## src/logic/timer32_pkg.sv

```systemverilog
// Constants, register map and field layout of the 32-bit general-purpose timer
// =====================================================================
// Functional notes
// 32-bit up/down counter fed by prescaler
// Prescaler codes divide by 1, 16, 256, 32768
// Clock select: oscillator, core, PLL, pin
// Format 00 binary, 10 time-of-day 23 hours
// Format 11 time format, hours 255 down
// Config bit 7 enables counting, reset clear
// Config bit 6 periodic, else free-running
// Config bit 8 counts up, else down
// Reload on overflow when periodic, and on clear write
// Clear register write deasserts timer interrupt
// Config bit 17 enables event capture
// Five-bit field selects capture source 0-16
// Selected source rising copies count, keeps running
// Post-scaler bits 31:24 written only with bit 23
// Bit 19 compare flag, bit 18 interrupt select
// Pin or oscillator source runs in low power
// Live count register reads counter, resets zero
// Post-scaler counts timeouts, flags match, selects interrupt
// Config bits 22:20 read zero, ignore writes
package timer32_pkg;

  // =====================================================================
  // Register byte addresses
  localparam logic [31:0] ADDR_RELOAD = 32'hffff0320;
  localparam logic [31:0] ADDR_LIVE = 32'hffff0324;
  localparam logic [31:0] ADDR_CONFIG = 32'hffff0328;
  localparam logic [31:0] ADDR_CLEAR = 32'hffff032c;
  localparam logic [31:0] ADDR_CAPTURE = 32'hffff0330;
  localparam logic [31:0] ADDR_IRQ_STATUS = 32'hffff0334;
  localparam logic [31:0] ADDR_IRQ_CLEAR = 32'hffff0338;
  localparam logic [31:0] ADDR_IRQ_ENABLE = 32'hffff033c;

  // =====================================================================
  // Reset values
  localparam logic [31:0] RESET_WORD = 32'h0000_0000;
  localparam logic [2:0] RESET_IRQ = 3'h0;

  // =====================================================================
  // Field codes
  localparam logic [3:0] PRESC_DIV16 = 4'h4;
  localparam logic [3:0] PRESC_DIV256 = 4'h8;
  localparam logic [3:0] PRESC_DIV32768 = 4'hf;
  localparam logic [14:0] LIMIT_DIV1 = 15'h0000;
  localparam logic [14:0] LIMIT_DIV16 = 15'h000f;
  localparam logic [14:0] LIMIT_DIV256 = 15'h00ff;
  localparam logic [14:0] LIMIT_DIV32768 = 15'h7fff;
  localparam logic [2:0] CLK_OSC = 3'h0;
  localparam logic [2:0] CLK_CORE = 3'h1;
  localparam logic [2:0] CLK_PLL = 3'h2;
  localparam logic [2:0] CLK_PIN = 3'h3;
  localparam logic [1:0] FMT_DAY = 2'h2;
  localparam logic [1:0] FMT_LONG = 2'h3;
  localparam logic [4:0] EVENT_LAST = 5'h10;
  localparam int NUM_EVENTS = 17;

  // =====================================================================
  // Time-of-day field limits
  localparam logic [6:0] HUN_MAX = 7'h63;
  localparam logic [5:0] MIN_SEC_MAX = 6'h3b;
  localparam logic [7:0] HR_MAX_DAY = 8'h17;
  localparam logic [7:0] HR_MAX_LONG = 8'hff;

  // =====================================================================
  // Interrupt status bit positions
  localparam int IRQ_TIMER = 0;
  localparam int IRQ_CAPTURE = 1;
  localparam int IRQ_POSTSCALE = 2;

  // Configuration word layout
  typedef struct packed {
    logic [7:0] postscale;
    logic postscale_wr_en;
    logic [2:0] reserved;
    logic postscale_flag;
    logic irq_on_match;
    logic capture_en;
    logic [4:0] event_sel;
    logic [2:0] clk_sel;
    logic count_up;
    logic enable;
    logic periodic;
    logic [1:0] format;
    logic [3:0] prescale;
  } timer_config_t;

endpackage

```

## src/logic/timer32.sv

```systemverilog
// 32-bit general-purpose timer with capture, post-scaler and Wishbone registers
`timescale 1ns/1ps
module timer32
(
  // Clock and reset
  input wire logic sys_clk,
  input wire logic rst,
  // Wishbone slave
  input wire logic wb_cyc_i,
  input wire logic wb_stb_i,
  input wire logic wb_we_i,
  input wire logic [31:0] wb_adr_i,
  input wire logic [3:0] wb_sel_i,
  input wire logic [31:0] wb_dat_i,
  output logic [31:0] wb_dat_o,
  output logic wb_ack_o,
  // Counter clock sources, sampled on sys_clk
  input wire logic low_power_osc,
  input wire logic undivided_pll_clock,
  input wire logic external_clock_pin,
  input wire logic low_power_mode,
  // Capture trigger sources
  input wire logic [16:0] event_sources,
  // Interrupt
  output logic irq
);

  // =====================================================================
  // Functions
  function automatic logic [31:0] merge(input logic [31:0] old, input logic [31:0] nw,
                                        input logic [3:0] sel);
    logic [31:0] m;
    m = old;
    for (int b = 0; b < 4; b++)
    begin
      if (sel[b])
        m[b*8 +: 8] = nw[b*8 +: 8];
    end
    return m;
  endfunction

  function automatic logic [14:0] presc_limit(input logic [3:0] code);
    logic [14:0] l;
    case (code)
      timer32_pkg::PRESC_DIV16: l = timer32_pkg::LIMIT_DIV16;
      timer32_pkg::PRESC_DIV256: l = timer32_pkg::LIMIT_DIV256;
      timer32_pkg::PRESC_DIV32768: l = timer32_pkg::LIMIT_DIV32768;
      default: l = timer32_pkg::LIMIT_DIV1;
    endcase
    return l;
  endfunction

  // Returns {wrapped, next value} for the time-of-day format
  function automatic logic [32:0] hms_step(input logic [31:0] v, input logic up,
                                           input logic [7:0] hmax);
    logic [7:0] hr;
    logic [5:0] mn;
    logic [5:0] sc;
    logic [6:0] hu;
    logic wrap;
    hr = v[31:24];
    mn = v[21:16];
    sc = v[13:8];
    hu = v[6:0];
    wrap = 1'b0;
    if (up)
    begin
      if (hu < timer32_pkg::HUN_MAX)
        hu = hu + 7'h01;
      else
      begin
        hu = 7'h00;
        if (sc < timer32_pkg::MIN_SEC_MAX)
          sc = sc + 6'h01;
        else
        begin
          sc = 6'h00;
          if (mn < timer32_pkg::MIN_SEC_MAX)
            mn = mn + 6'h01;
          else
          begin
            mn = 6'h00;
            if (hr < hmax)
              hr = hr + 8'h01;
            else
            begin
              hr = 8'h00;
              wrap = 1'b1;
            end
          end
        end
      end
    end
    else
    begin
      if (hu != 7'h00)
        hu = hu - 7'h01;
      else
      begin
        hu = timer32_pkg::HUN_MAX;
        if (sc != 6'h00)
          sc = sc - 6'h01;
        else
        begin
          sc = timer32_pkg::MIN_SEC_MAX;
          if (mn != 6'h00)
            mn = mn - 6'h01;
          else
          begin
            mn = timer32_pkg::MIN_SEC_MAX;
            if (hr != 8'h00)
              hr = hr - 8'h01;
            else
            begin
              hr = hmax;
              wrap = 1'b1;
            end
          end
        end
      end
    end
    return {wrap, hr, 2'b00, mn, 2'b00, sc, 1'b0, hu};
  endfunction

  // =====================================================================
  // Declarations
  timer32_pkg::timer_config_t cfg_r, cfg_wr;
  logic [31:0] reload_r, count_r, count_nxt, capture_r, stepped;
  logic [14:0] presc_r;
  logic [7:0] post_cnt_r;
  logic [2:0] src_prev_r, src_rise, irq_sts_r, irq_en_r, irq_set;
  logic [16:0] event_prev_r;
  logic [32:0] hms;
  logic post_flag_r, src_tick, src_allowed, tick, wrap, timeout, post_match, capture_hit;
  logic bus_req, wr_en, wr_reload, wr_config, wr_clear, wr_irq_clear, wr_irq_enable;

  // =====================================================================
  // Bus decode
  assign bus_req = wb_cyc_i && wb_stb_i && !wb_ack_o;
  assign wr_en = bus_req && wb_we_i;
  assign wr_reload = wr_en && (wb_adr_i == timer32_pkg::ADDR_RELOAD);
  assign wr_config = wr_en && (wb_adr_i == timer32_pkg::ADDR_CONFIG);
  assign wr_clear = wr_en && (wb_adr_i == timer32_pkg::ADDR_CLEAR);
  assign wr_irq_clear = wr_en && (wb_adr_i == timer32_pkg::ADDR_IRQ_CLEAR);
  assign wr_irq_enable = wr_en && (wb_adr_i == timer32_pkg::ADDR_IRQ_ENABLE);
  assign cfg_wr = timer32_pkg::timer_config_t'(merge(32'h0000_0000, wb_dat_i, wb_sel_i));

  // Ack is one cycle long; a held request is taken again only after ack drops
  always_ff @(posedge sys_clk or posedge rst)
  begin
    if (rst)
      wb_ack_o <= 1'b0;
    else
      wb_ack_o <= bus_req;
  end

  // =====================================================================
  // Register writes
  always_ff @(posedge sys_clk or posedge rst)
  begin
    if (rst)
      reload_r <= timer32_pkg::RESET_WORD;
    else if (wr_reload)
      reload_r <= merge(reload_r, wb_dat_i, wb_sel_i);
  end

  always_ff @(posedge sys_clk or posedge rst)
  begin
    if (rst)
      cfg_r <= timer32_pkg::timer_config_t'(timer32_pkg::RESET_WORD);
    else if (wr_config)
    begin
      if (wb_sel_i[0])
      begin
        cfg_r.prescale <= cfg_wr.prescale;
        cfg_r.format <= cfg_wr.format;
        cfg_r.periodic <= cfg_wr.periodic;
        cfg_r.enable <= cfg_wr.enable;
      end
      if (wb_sel_i[1])
      begin
        cfg_r.count_up <= cfg_wr.count_up;
        cfg_r.clk_sel <= cfg_wr.clk_sel;
        cfg_r.event_sel[3:0] <= cfg_wr.event_sel[3:0];
      end
      if (wb_sel_i[2])
      begin
        cfg_r.event_sel[4] <= cfg_wr.event_sel[4];
        cfg_r.capture_en <= cfg_wr.capture_en;
        cfg_r.irq_on_match <= cfg_wr.irq_on_match;
      end
      // Post-scaler field only moves when its write enable rides in the same write
      if (wb_sel_i[3] && wb_sel_i[2] && cfg_wr.postscale_wr_en)
        cfg_r.postscale <= cfg_wr.postscale;
      // Reserved bits, the flag and the write enable are never stored
      cfg_r.reserved <= 3'h0;
      cfg_r.postscale_flag <= 1'b0;
      cfg_r.postscale_wr_en <= 1'b0;
    end
  end

  // =====================================================================
  // Clock source selection and prescaler
  // Pin and oscillator inputs are synchronous; a rising level is one source tick
  always_ff @(posedge sys_clk or posedge rst)
  begin
    if (rst)
      src_prev_r <= 3'h0;
    else
      src_prev_r <= {external_clock_pin, undivided_pll_clock, low_power_osc};
  end

  assign src_rise = {external_clock_pin, undivided_pll_clock, low_power_osc} & ~src_prev_r;

  always_comb
  begin
    case (cfg_r.clk_sel)
      timer32_pkg::CLK_OSC: src_tick = src_rise[0];
      timer32_pkg::CLK_CORE: src_tick = 1'b1;
      timer32_pkg::CLK_PLL: src_tick = src_rise[1];
      timer32_pkg::CLK_PIN: src_tick = src_rise[2];
      default: src_tick = 1'b0;
    endcase
  end

  // Core and PLL clocks stop in low power; pin and oscillator keep counting
  assign src_allowed = !low_power_mode || (cfg_r.clk_sel == timer32_pkg::CLK_OSC)
                       || (cfg_r.clk_sel == timer32_pkg::CLK_PIN);

  always_ff @(posedge sys_clk or posedge rst)
  begin
    if (rst)
      presc_r <= 15'h0000;
    else if (!cfg_r.enable || wr_clear)
      presc_r <= 15'h0000;
    else if (src_tick && src_allowed)
    begin
      if (presc_r >= presc_limit(cfg_r.prescale))
        presc_r <= 15'h0000;
      else
        presc_r <= presc_r + 15'h0001;
    end
  end

  assign tick = cfg_r.enable && src_tick && src_allowed
                && (presc_r >= presc_limit(cfg_r.prescale));

  // =====================================================================
  // Counter
  always_comb
  begin
    hms = hms_step(count_r, cfg_r.count_up,
                   (cfg_r.format == timer32_pkg::FMT_LONG) ? timer32_pkg::HR_MAX_LONG
                                                           : timer32_pkg::HR_MAX_DAY);
    if (cfg_r.format == timer32_pkg::FMT_DAY || cfg_r.format == timer32_pkg::FMT_LONG)
    begin
      wrap = hms[32];
      stepped = hms[31:0];
    end
    else if (cfg_r.count_up)
    begin
      wrap = &count_r;
      stepped = count_r + 32'h0000_0001;
    end
    else
    begin
      wrap = (count_r == 32'h0000_0000);
      stepped = count_r - 32'h0000_0001;
    end
  end

  assign timeout = tick && wrap;

  always_comb
  begin
    count_nxt = count_r;
    if (wr_clear)
      count_nxt = reload_r;
    else if (timeout && cfg_r.periodic)
      count_nxt = reload_r;
    else if (tick)
      count_nxt = stepped;
  end

  always_ff @(posedge sys_clk or posedge rst)
  begin
    if (rst)
      count_r <= timer32_pkg::RESET_WORD;
    else
      count_r <= count_nxt;
  end

  // =====================================================================
  // Post-scaler
  assign post_match = timeout && (post_cnt_r == cfg_r.postscale);

  always_ff @(posedge sys_clk or posedge rst)
  begin
    if (rst)
      post_cnt_r <= 8'h00;
    else if (wr_clear || post_match)
      post_cnt_r <= 8'h00;
    else if (timeout)
      post_cnt_r <= post_cnt_r + 8'h01;
  end

  // A match in the same cycle as a clear write is kept
  always_ff @(posedge sys_clk or posedge rst)
  begin
    if (rst)
      post_flag_r <= 1'b0;
    else if (post_match)
      post_flag_r <= 1'b1;
    else if (wr_clear)
      post_flag_r <= 1'b0;
  end

  // =====================================================================
  // Event capture
  always_ff @(posedge sys_clk or posedge rst)
  begin
    if (rst)
      event_prev_r <= 17'h00000;
    else
      event_prev_r <= event_sources;
  end

  assign capture_hit = cfg_r.capture_en && (cfg_r.event_sel <= timer32_pkg::EVENT_LAST)
                       && event_sources[cfg_r.event_sel]
                       && !event_prev_r[cfg_r.event_sel];

  // Counting continues; only the snapshot is taken
  always_ff @(posedge sys_clk or posedge rst)
  begin
    if (rst)
      capture_r <= timer32_pkg::RESET_WORD;
    else if (capture_hit)
      capture_r <= count_r;
  end

  // =====================================================================
  // Interrupts
  assign irq_set[timer32_pkg::IRQ_TIMER] = cfg_r.irq_on_match ? post_match : timeout;
  assign irq_set[timer32_pkg::IRQ_CAPTURE] = capture_hit;
  assign irq_set[timer32_pkg::IRQ_POSTSCALE] = post_match;

  // Set wins over clear so a timeout in the clearing cycle is not lost
  always_ff @(posedge sys_clk or posedge rst)
  begin
    if (rst)
      irq_sts_r <= timer32_pkg::RESET_IRQ;
    else
    begin
      for (int i = 0; i < 3; i++)
      begin
        if (irq_set[i])
          irq_sts_r[i] <= 1'b1;
        else if (wr_irq_clear && wb_sel_i[0] && wb_dat_i[i])
          irq_sts_r[i] <= 1'b0;
        else if (wr_clear && i == timer32_pkg::IRQ_TIMER)
          irq_sts_r[i] <= 1'b0;
      end
    end
  end

  always_ff @(posedge sys_clk or posedge rst)
  begin
    if (rst)
      irq_en_r <= timer32_pkg::RESET_IRQ;
    else if (wr_irq_enable && wb_sel_i[0])
      irq_en_r <= wb_dat_i[2:0];
  end

  // Registered output lags the status bit by one cycle
  always_ff @(posedge sys_clk or posedge rst)
  begin
    if (rst)
      irq <= 1'b0;
    else
      irq <= |(irq_sts_r & irq_en_r);
  end

  // =====================================================================
  // Read data
  always_ff @(posedge sys_clk or posedge rst)
  begin
    if (rst)
      wb_dat_o <= timer32_pkg::RESET_WORD;
    else if (bus_req && !wb_we_i)
    begin
      case (wb_adr_i)
        timer32_pkg::ADDR_RELOAD: wb_dat_o <= reload_r;
        timer32_pkg::ADDR_LIVE: wb_dat_o <= count_r;
        timer32_pkg::ADDR_CONFIG: wb_dat_o <= {cfg_r.postscale, 4'h0, post_flag_r,
                                               cfg_r[18:0]};
        timer32_pkg::ADDR_CAPTURE: wb_dat_o <= capture_r;
        timer32_pkg::ADDR_IRQ_STATUS: wb_dat_o <= {29'h0000_0000, irq_sts_r};
        timer32_pkg::ADDR_IRQ_ENABLE: wb_dat_o <= {29'h0000_0000, irq_en_r};
        default: wb_dat_o <= timer32_pkg::RESET_WORD;
      endcase
    end
    else
      wb_dat_o <= timer32_pkg::RESET_WORD;
  end

endmodule

```

## config.mk

```make
export PLATFORM = sky130hd
export DESIGN_NAME = timer32
export DESIGN_NICKNAME = d
export VERILOG_FILES = /design/src/logic/timer32_pkg.sv /design/src/logic/timer32.sv
export SDC_FILE = /design/constraint.sdc
export NUM_CORES = 1
export LEC_CHECK = 0
export ABC_AREA = 1
export BUFFER_PORTS_ARGS = -buffer_cell sky130_fd_sc_hd__buf_2
export CORE_UTILIZATION = 35
export DETAILED_ROUTE_END_ITERATION = 6
export PLACE_DENSITY = 0.54
export SYNTH_ARGS = -nofsm -noshare
export SYNTH_HDL_FRONTEND = slang
export SYNTH_SLANG_ARGS = --single-unit
```

## constraint.sdc

```tcl
create_clock -name sys_clk -period 8.3 [get_ports sys_clk]
set_clock_uncertainty 0.05 [all_clocks]
set_input_delay 1.66 -clock sys_clk [delete_from_list [all_inputs] [get_ports sys_clk]]
set_output_delay 1.66 -clock sys_clk [all_outputs]
set_load 0.05 [all_outputs]
```

## Word level (Yosys, flattened, before mapping)

Cells that the tools add are included.

- Bits in registers: 207
- Word-level logic and storage cells: 207

- Reduce and logical (&&, ||, !) cells: 62
- Order comparisons: 8
- Bitwise operators: 3
- Muxes and demuxes: 67
- Add/subtract/negate cells: 12
- Eq/ne operators: 23

Operators with widths:

| operator | count |
|---|---|
| $eq A32 B32 Y1 const B | 8 |
| $mux W32 | 6 |
| $pmux W32 S6 | 1 |
| $mux W8 | 14 |
| $mux W15 | 5 |
| $mux W6 | 12 |
| $pmux W15 S3 | 1 |
| $add A32 B1 Y32 const B | 1 |
| $logic_not A32 Y1 | 1 |
| $reduce_and A32 Y1 | 1 |
| $sub A32 B1 Y32 const B | 1 |
| $ge A15 B15 Y1 | 2 |
| $ne A5 B4 Y1 const B | 6 |
| $logic_and A1 B1 Y1 | 26 |
| $mux W1 | 22 |
| $mux W7 | 3 |
| $add A8 B1 Y8 const B | 2 |
| $reduce_and A2 Y1 | 8 |
| $add A15 B1 Y15 const B | 1 |
| $add A6 B1 Y6 const B | 2 |
| $lt A6 B6 Y1 const B | 2 |
| $reduce_bool A6 Y1 | 2 |
| $sub A6 B1 Y6 const B | 2 |
| $bmux W1 S5 | 2 |
| other kinds (27) | 44 |

## Logic depth before layout (Yosys ltp)

Gate-level depths: netlist of the first run.

- Depth after elaboration: 13
- Depth in mapped cells: 23
- Mapped depth without buffers: 22

## Worst setup path after synthesis of the first run

Ideal clock, no wire load.

- Path kind: input to register
- Start: input port wb_stb_i
- End: register count_r[30]
- Setup time: 0.117 ns
- Arrival time: 3.034 ns
- Stages: 12
- Path slack: 5.099 ns
- Cells stage by stage: inv_1 > nor2_1 > nand2_1 > nor2_2 > nand3_2 > buf_4 > nand3_1 > nand3_1 > nor2_4 > inv_2 > nand2_1 > nand2_1

- Longest elaborated chain between the ends: 6
- Elaborated cells between the ends (all ways): 13
- Classes of those cells: 6 x eq/ne; 1 x mux; 6 x reduce/logical

Ends and longest elaborated chain:

| item | RTL line | source |
|---|---|---|
| from (decl) | timer32.sv:10 | `input wire logic wb_stb_i,` |
| $logic_and A1 B1 Y1 * (2 in a row) | timer32.sv:139 | `assign bus_req = wb_cyc_i && wb_stb_i && !wb_ack_o;` |
| $logic_and A1 B1 Y1 * | timer32.sv:140 | `assign wr_en = bus_req && wb_we_i;` |
| $logic_and A1 B1 Y1 * | timer32.sv:143 | `assign wr_clear = wr_en && (wb_adr_i == timer32_pkg::ADDR_CLEAR);` |
| $ne A5 B4 Y1 (no source line) or $reduce_bool A3 Y1 (tied branches) | n/a |  |
| $reduce_and A7 Y1 (no source line) | n/a |  |
| to (signal assigned) | timer32.sv:288 | `count_r <= timer32_pkg::RESET_WORD;` |
| to (signal assigned) | timer32.sv:290 | `count_r <= count_nxt;` |
| to (decl) | timer32.sv:128 | `logic [31:0] reload_r, count_r, count_nxt, capture_r, stepped;` |

Mark *: on every way between the ends. The rest lies on a longest branch, timed or not.
A chain may end at the register's enable or synchronous reset.

## Worst setup path after layout of the first run

- Start: register cfg_r[2] (netlist bit)
- End: register count_r[19]

- Longest elaborated chain between the ends: 8
- Elaborated cells between the ends (all ways): 16
- Classes of those cells: 1 x order compare; 7 x eq/ne; 3 x mux; 5 x reduce/logical

Ends and longest elaborated chain:

| item | RTL line | source |
|---|---|---|
| from (decl) | timer32.sv:127 | `timer32_pkg::timer_config_t cfg_r, cfg_wr;` |
| from (signal assigned) | timer32.sv:170 | `cfg_r <= timer32_pkg::timer_config_t'(timer32_pkg::RESET_WORD);` |
| $eq A4 B4 Y1 or $eq A4 B3 Y1 (tied branches) | timer32.sv:44 | `case (code)` |
| $pmux W15 S3 * | timer32.sv:44 |  |
| $ge A15 B15 Y1 * | timer32.sv:246 | `&& (presc_r >= presc_limit(cfg_r.prescale));` |
| $logic_and A1 B1 Y1 * | timer32.sv:246 |  |
| $logic_and A1 B1 Y1 | timer32.sv:272 | `assign timeout = tick && wrap;` |
| $logic_and A1 B1 Y1 | timer32.sv:279 | `else if (timeout && cfg_r.periodic)` |
| $ne A5 B4 Y1 (no source line) (tied with other cells) | n/a |  |
| $reduce_and A5 Y1 (no source line) or $mux W32 (tied branches) | n/a |  |

Marks and branches as above.

==> results.ini, run 1 <==
[outcome]
status=finished clean

[cts]
cts_tree=yes
htree_levels=1
cts_sinks=207
cts_made_buffers=24
cts.repair.resized=0
clockRootBuffer=clkbuf_16
clockBufferDepth=3
cts.clk_slew.worst_paths_ps=60
clock_latency_ps=550
hold_buffers=0
postCtsSetupBuffers=0

[critical_path]
cpMaxStageDelayCell=a31oi_1
path_common_cell=nand2_1
worst_ep_arrival_time_ps=4790
startpoint=cfg_r[2]
worstSetupPathType=register to register
crit_chain=inv_1 > nor4_1 > inv_1 > nand2_1 > a31oi_1 > ha_1 > a21oi_1 > nand2_1 > nand2_1 > nand2_1 > nand2_1 > nand3_2 > nand2_4 > inv_4 > nand3_4 > nand2_4 > inv_4 > nand2_1 > nor2_1 > nor2_1
reg2regPathDepth=20
cpPeakStageDelay_ps=660
rrSetupSlack_ps=3860
rr_endpoint=count_r[19]
critPathRequiredTime_ps=8660
worstPathMaxFanout=34
r2r_start=cfg_r[2]
critPathCaptureType=register
crit_path_start_kind=register
endpoint=count_r[19]

[power_and_ir_drop]
ir_drop_mv=0.137
leakagePower_uw=0.00802
power_density_nw_per_um2=132

[global_route]
grt_pass1_vias=13338
grt_pass1_wl_um=74000
antenna_found_initial=0
track_usage_pct=22.6
globalRouteOverflowTotal=0
grt_max_degree=141

[worst_hold_path]
hp-start=reload_r[30]
hp-class=register to register

[synth]
seq_area_frac_synth_pct=36.3
synth_fp_nets=2220
syn_inst=2065
yosysWarnings=0
synth_cell_type_count=58
synth_seq_cells=207
synth_area_per_cell_um2=6.92
synth_area_um2=14300

[cells_and_area]
final_cell_mix=603 x nand2_1, 268 x inv_1, 215 x nor2_1
stdcell_area_um2=16100
layout.cells.most_common=nand2_1
area_delta_synth_final_pct=12.7
fin_util_pct=40.2
final_layout_size_suffix_gt1_share_pct=10.9
nets=2322
antenna_cells=0

[flow_run]
drv_cap=0

[floorplanning]
core_um2=40000
die_y_um=204
start_util_pct=35.7
die-area_um2=41600
ioPinCount=128
std_cell_rows=73
die_x_um=204

[drt]
vias=13902
ant_nets=0
wl_um=46300
viasPerCell=5.13
dr.pass1.iters=5
drc_errors=0
first_iter_violations=1148
avgRoutedWirePerCell_um=17.1

[sta]
max_slew_margin_pct=23.7
clock.fmax_mhz=225
setup-tns-final_ps=0
setup_viol=0
holdWs_ps=436
period_minus_slack_ps=4440
final.period_utilization_pct=53.4
drv_slew=0
rsz0062_at_grt=false
hold_violations=0
max_slew.worst_pin.slew_ps=1140

[placed_design]
place_area_um2=15300
gp_congestion=0.938
portBuffers=127
dpl.hpwl_um=35200

[report_power, final]
part | internal, uW | total [uW] | leakage (uW) | switching (uW)
clock | 600 | 1040 | 0.000371 | 438
combinational | 21.1 | 64.0 | 0.00487 | 42.9
sequential | 1010 | 1020 | 0.00277 | 1.29
[how the worst min path moves through the flow]
| stage | endpoint | depth (start not counted) |
|---|---|---|
| after detailed placement | cfg_r[18] | 2 |
| after CTS | reload_r[31] | 2 |
| final | reload_r[30] | 2 |
| after global routing | capture_r[2] | 2 |
| after floorplan | post_flag_r | 2 |
| after global placement | cfg_r[11] | 2 |
[cells by family after synthesis]
logic type,count (synthesis),share of synthesized area (%)
fa+ha+maj,61,5.40
compound gates,301,12.0
simple gates,1110,33.9
flops,207,36.3
buf+inv,344,9.75
mux,5,0.394
xor+xnor,37,2.27
[routing by layer]
metal	global-route usage (%)	part of all wire [%]
met4	8.00	3.2
met5	0	0
met2	35.2	44
met3	2.34	5.5
met1	32.2	47
[critical path, delay by kind of cell, from the launching register on]
| family | cells | cell delay [ps] |
|---|---|---|
| buffers and inverters | 4 | 810 |
| AO/OA/AOI/OAI | 2 | 800 |
| AND/OR/NAND/NOR | 13 | 1820 |
| adder cells (fa/ha/maj) | 1 | 400 |
| flip-flops | 1 | 400 |
[area by class of cell]
| cell class | count | area, um^2 |
|---|---|---|
| clock buffers | 33 | 674 |
| clock inverters | 9 | 90.1 |
| fillers | 4301 | 23900 |
| inverters | 287 | 1090 |
| multi-input cells | 1514 | 7710 |
| flip-flops and latches | 207 | 5180 |
| well taps | 525 | 657 |
| repair buffers | 133 | 681 |
[synthesized netlist by cell type (all sizes together)]
cell type,instances,share of area (%)
nand3b,17,1.0
nor2,228,6.3
clkbuf,25,0.66
or2,6,0.26
and3,2,0.088
dfrtp,207,36
xor2,25,1.5
o21bai,2,0.11
nor3,33,1.2
and2,4,0.18
a211oi,16,0.84
mux2,5,0.39
nand2,611,16
o221ai,4,0.25
a21o,1,0.053
a21oi,59,2.1
nor3b,5,0.26
o21ai,164,5.8
nand4,54,2.5
ha,60,5.3
inv,285,7.5
a22oi,3,0.16
a22o,11,0.67
a32oi,1,0.061
fa,1,0.14
buf,32,1.5
o22ai,18,0.79
xnor2,12,0.74
nor4,6,0.31
nand3,144,5.6
clkinv,2,0.088
o31ai,2,0.11
o211ai,15,0.79
o41ai,1,0.061
a31oi,4,0.18
[registers in the layout (all words and copies together) (netlist names)]
register	count
capture_r	32
cfg_r	27
count_r	32
event_prev_r	17
irq	1
irq_en_r	3
irq_sts_r	3
post_cnt_r	8
post_flag_r	1
presc_r	15
reload_r	32
src_prev_r	3
wb_ack_o	1
wb_dat_o	32
[through the flow]
| step | total power, uW | worst slack, ps | cells |
|---|---|---|---|
| floorplan | 1060 | 938 | 2065 |
| global route | 2190 | 3630 | 2708 |
| detailed placement | 1100 | 3520 | 2666 |
| global placement | 1100 | 3600 | 2666 |
| CTS | 2150 | 3970 | 2708 |
| finish | 2120 | 3860 | 2708 |
Note: power is estimated with default switching activity, not from simulation.
==> inputs of run 2 (changes only) <==
--- a/config.mk
+++ b/config.mk
@@ -5,11 +5,11 @@
 export SDC_FILE = /design/constraint.sdc
 export NUM_CORES = 1
 export LEC_CHECK = 0
-export ABC_AREA = 1
+export ABC_AREA = 0
 export BUFFER_PORTS_ARGS = -buffer_cell sky130_fd_sc_hd__buf_2
 export CORE_UTILIZATION = 35
 export DETAILED_ROUTE_END_ITERATION = 6
-export PLACE_DENSITY = 0.54
+export PLACE_DENSITY = 0.56
 export SYNTH_ARGS = -nofsm -noshare
 export SYNTH_HDL_FRONTEND = slang
 export SYNTH_SLANG_ARGS = --single-unit
==> constraint.sdc (replaced) <==
create_clock -name sys_clk -period 3.7 [get_ports sys_clk]
set_clock_uncertainty 0.05 [all_clocks]
set_input_delay 0.74 -clock sys_clk [delete_from_list [all_inputs] [get_ports sys_clk]]
set_output_delay 0.74 -clock sys_clk [all_outputs]
set_load 0.05 [all_outputs]
==> results.ini, run 2 <==
[sta]
setup_viol=0
holdWs_ps=286
drv_slew=0
max_slew.worst_pin.slew_ps=1110
clock.fmax_mhz=288
fin_ws_ps=230
max_slew_margin_pct=25.8
period_minus_slack_ps=3470
rsz0062_at_grt=false
final.period_utilization_pct=93.8
hold_violations=0
setup-tns-final_ps=0

[synth]
synthTopCellsByArea=dfrtp_1 40%, mux2_2 9.8%, ha_1 5.8%
yosys.area.top_type=dfrtp_1
synth_edf_count=0
seq_area_frac_synth_pct=40.2
synth_area_per_cell_um2=9.44
synth_most_common_cell=dfrtp_1
ys.flop_type=dfrtp_1
synth_area_um2=12900
async_flop_share_pct=100
synth_fp_nets=1521
yosys.area.top_type_share_pct=40.2
yosysWarnings=0
netlist_top_cells_count=207 x dfrtp_1, 134 x nor2_1, 120 x nand2_1
synth_seq_cells=207
synth_cell_type_count=90
syn_inst=1366

[placed_design]
post-place-ws_ps=117
portBuffers=127
gp_congestion=0.887
dpl.hpwl_um=31200
place_area_um2=14300

[drt]
vias=11449
first_iter_violations=912
dr.pass1.iters=7
ant_nets=0
viasPerCell=5.77
avgRoutedWirePerCell_um=20.8
drc_errors=0
wl_um=41200

[power_and_ir_drop]
p_int_uw=3600
power_frac_comb_pct=3.3
pwr-share-seq_pct=49.0
leakagePower_uw=0.00706
p_clk_share_pct=47.7
p_sw_share_pct=22.5
p_sw_uw=1050
power_density_nw_per_um2=308
ir_drop_mv=0.366

[critical_path]
worstPathMaxFanout=5
endpoint=count_r[28]
worst_ep_arrival_time_ps=3840
cpMaxStageDelayCell=or4_4
rrSetupSlack_ps=230
critPathRequiredTime_ps=4070
cpPeakStageDelay_ps=600
critPathCaptureType=register
reg2regPathDepth=14
rr_endpoint=count_r[28]
crit_chain=xnor2_1 > o31ai_2 > inv_1 > ha_1 > a21o_1 > a31oi_1 > o21ai_0 > a311oi_2 > buf_4 > a21bo_4 > or4_4 > a221oi_2 > o21ai_1 > a31o_1
crit_path_start_kind=register
r2r_start=cfg_r[3]
startpoint=cfg_r[3]
worstSetupPathType=register to register

[global_route]
grt_pass1_vias=11375
antenna_found_initial=2
grt_pass1_wl_um=65700
grt_max_degree=140
globalRouteOverflowTotal=0
track_usage_pct=22.0

[flow_run]
drv_cap=0

[floorplanning]
core_um2=35900
die-area_um2=37600
die_x_um=194
std_cell_rows=69
start_util_pct=35.9
ioPinCount=128
die_y_um=194

[cts]
clockBufferDepth=3
clockRootBuffer=clkbuf_16
cts_made_buffers=23
cts_sinks=207
cts.clk_slew.worst_paths_ps=60
clock_latency_ps=530
htree_levels=1
cts_tree=yes

[cells_and_area]
area_delta_synth_final_pct=17.0
stdcell_area_um2=15100
layout.cells.most_common=dfrtp_1
final_cell_mix=207 x dfrtp_1, 134 x nor2_1, 127 x buf_2
nets=1659
final_layout_size_suffix_gt1_share_pct=24.4

[worst_hold_path]
hp-class=input port to register

[outcome]
status=finished clean

[run 2: changes by cell type after synthesis, sizes merged, moves of 33 or more]
cell	before	now
a222oi	0	33
clkbuf	25	66
inv	285	31
mux2	5	113
nand2	611	121
nand3	144	43
nand4	54	17
nor2	228	137
o21ai	164	104
[run 2: cell type report]
| class | instances | area, um^2 |
|---|---|---|
| clock buffer | 34 | 677 |
| timing repair buffer | 192 | 1160 |
| inverter | 32 | 124 |
| tap | 461 | 577 |
| sequential | 207 | 5180 |
| antenna | 2 | 5.00 |
| clock inverter | 7 | 48.8 |
| multi-input combinational | 1048 | 7320 |
| fill | 3550 | 20800 |
[run 2: worst max-delay path: cells and delay by family, from the launching register on]
family,cells,cell delay (ps)
AOI/OAI and AO/OA,9,1510
adders and majority gates,1,310
xor gates and xnor gates,1,160
buffers and inverters,2,310
and+or+nand+nor,1,600
DFF,1,430
[run 2: cells by family (layout without fill, tap and decap cells)]
| family | count (synthesis) | count (layout) | synth area share, % |
|---|---|---|---|
| AND/OR/NAND/NOR | 465 | 465 | 17.8 |
| AO/OA/AOI/OAI | 347 | 347 | 18.4 |
| flip-flops | 207 | 207 | 40.2 |
| multiplexers | 125 | 125 | 10.9 |
| buffers and inverters | 111 | 265 | 3.42 |
| adder cells (fa/ha/maj) | 61 | 61 | 5.97 |
| XOR/XNOR | 50 | 50 | 3.39 |
| other | 0 | 2 | 0 |
[run 2: layer usage]
layer	track usage (%)	share of wire (%)	vias up
li1	-	-	5375
met1	29.8	45	5637
met2	35.5	46	356
met3	3.46	5.6	81
met4	7.85	3.4	0
met5	0	0	-
[run 2: power groups by stage]
| stage | Sequential (uW) | Clock, uW | Combinational (uW) |
|---|---|---|---|
| after CTS | 2280 | 2260 | 155 |
| final | 2280 | 2220 | 151 |
| after global placement | 2320 | 0 | 153 |
| after detailed placement | 2320 | 0 | 154 |
| after floorplan | 2320 | 0 | 65.6 |
| after global routing | 2280 | 2350 | 171 |
[run 2: through the flow]
stage / total power (uW) / instances / utilization [%]
floorplan: 2390 / 1366 / -
global placement: 2470 / 1940 / 39.9
detailed placement: 2470 / 1940 / 39.9
CTS: 4690 / 1981 / 42.0
global route: 4800 / 1983 / 42.0
finish: 4650 / 1983 / 42.0
[run 2: how the worst min path moves through the flow]
| stage | from | slack (ps) | endpoint | cells past startpoint |
|---|---|---|---|---|
| after floorplan | post_flag_r | 390 | post_flag_r | 2 |
| after global placement | capture_r[8] | 410 | capture_r[8] | 2 |
| after detailed placement | capture_r[8] | 420 | capture_r[8] | 2 |
| after CTS | event_sources[9] | 270 | event_prev_r[9] | 1 |
| after global routing | event_sources[9] | 270 | event_prev_r[9] | 1 |
| final | event_sources[10] | 290 | event_prev_r[10] | 1 |
[run 2: what timing repair did]
| action | CTS | global route |
|---|---|---|
| endpoints found under the setup margin | 0 | 17 |
| hold buffers | 0 | 0 |
| setup buffers | 0 | 0 |
| gates resized for setup | 0 | 5 |
| hold endpoints to repair | 0 | 0 |
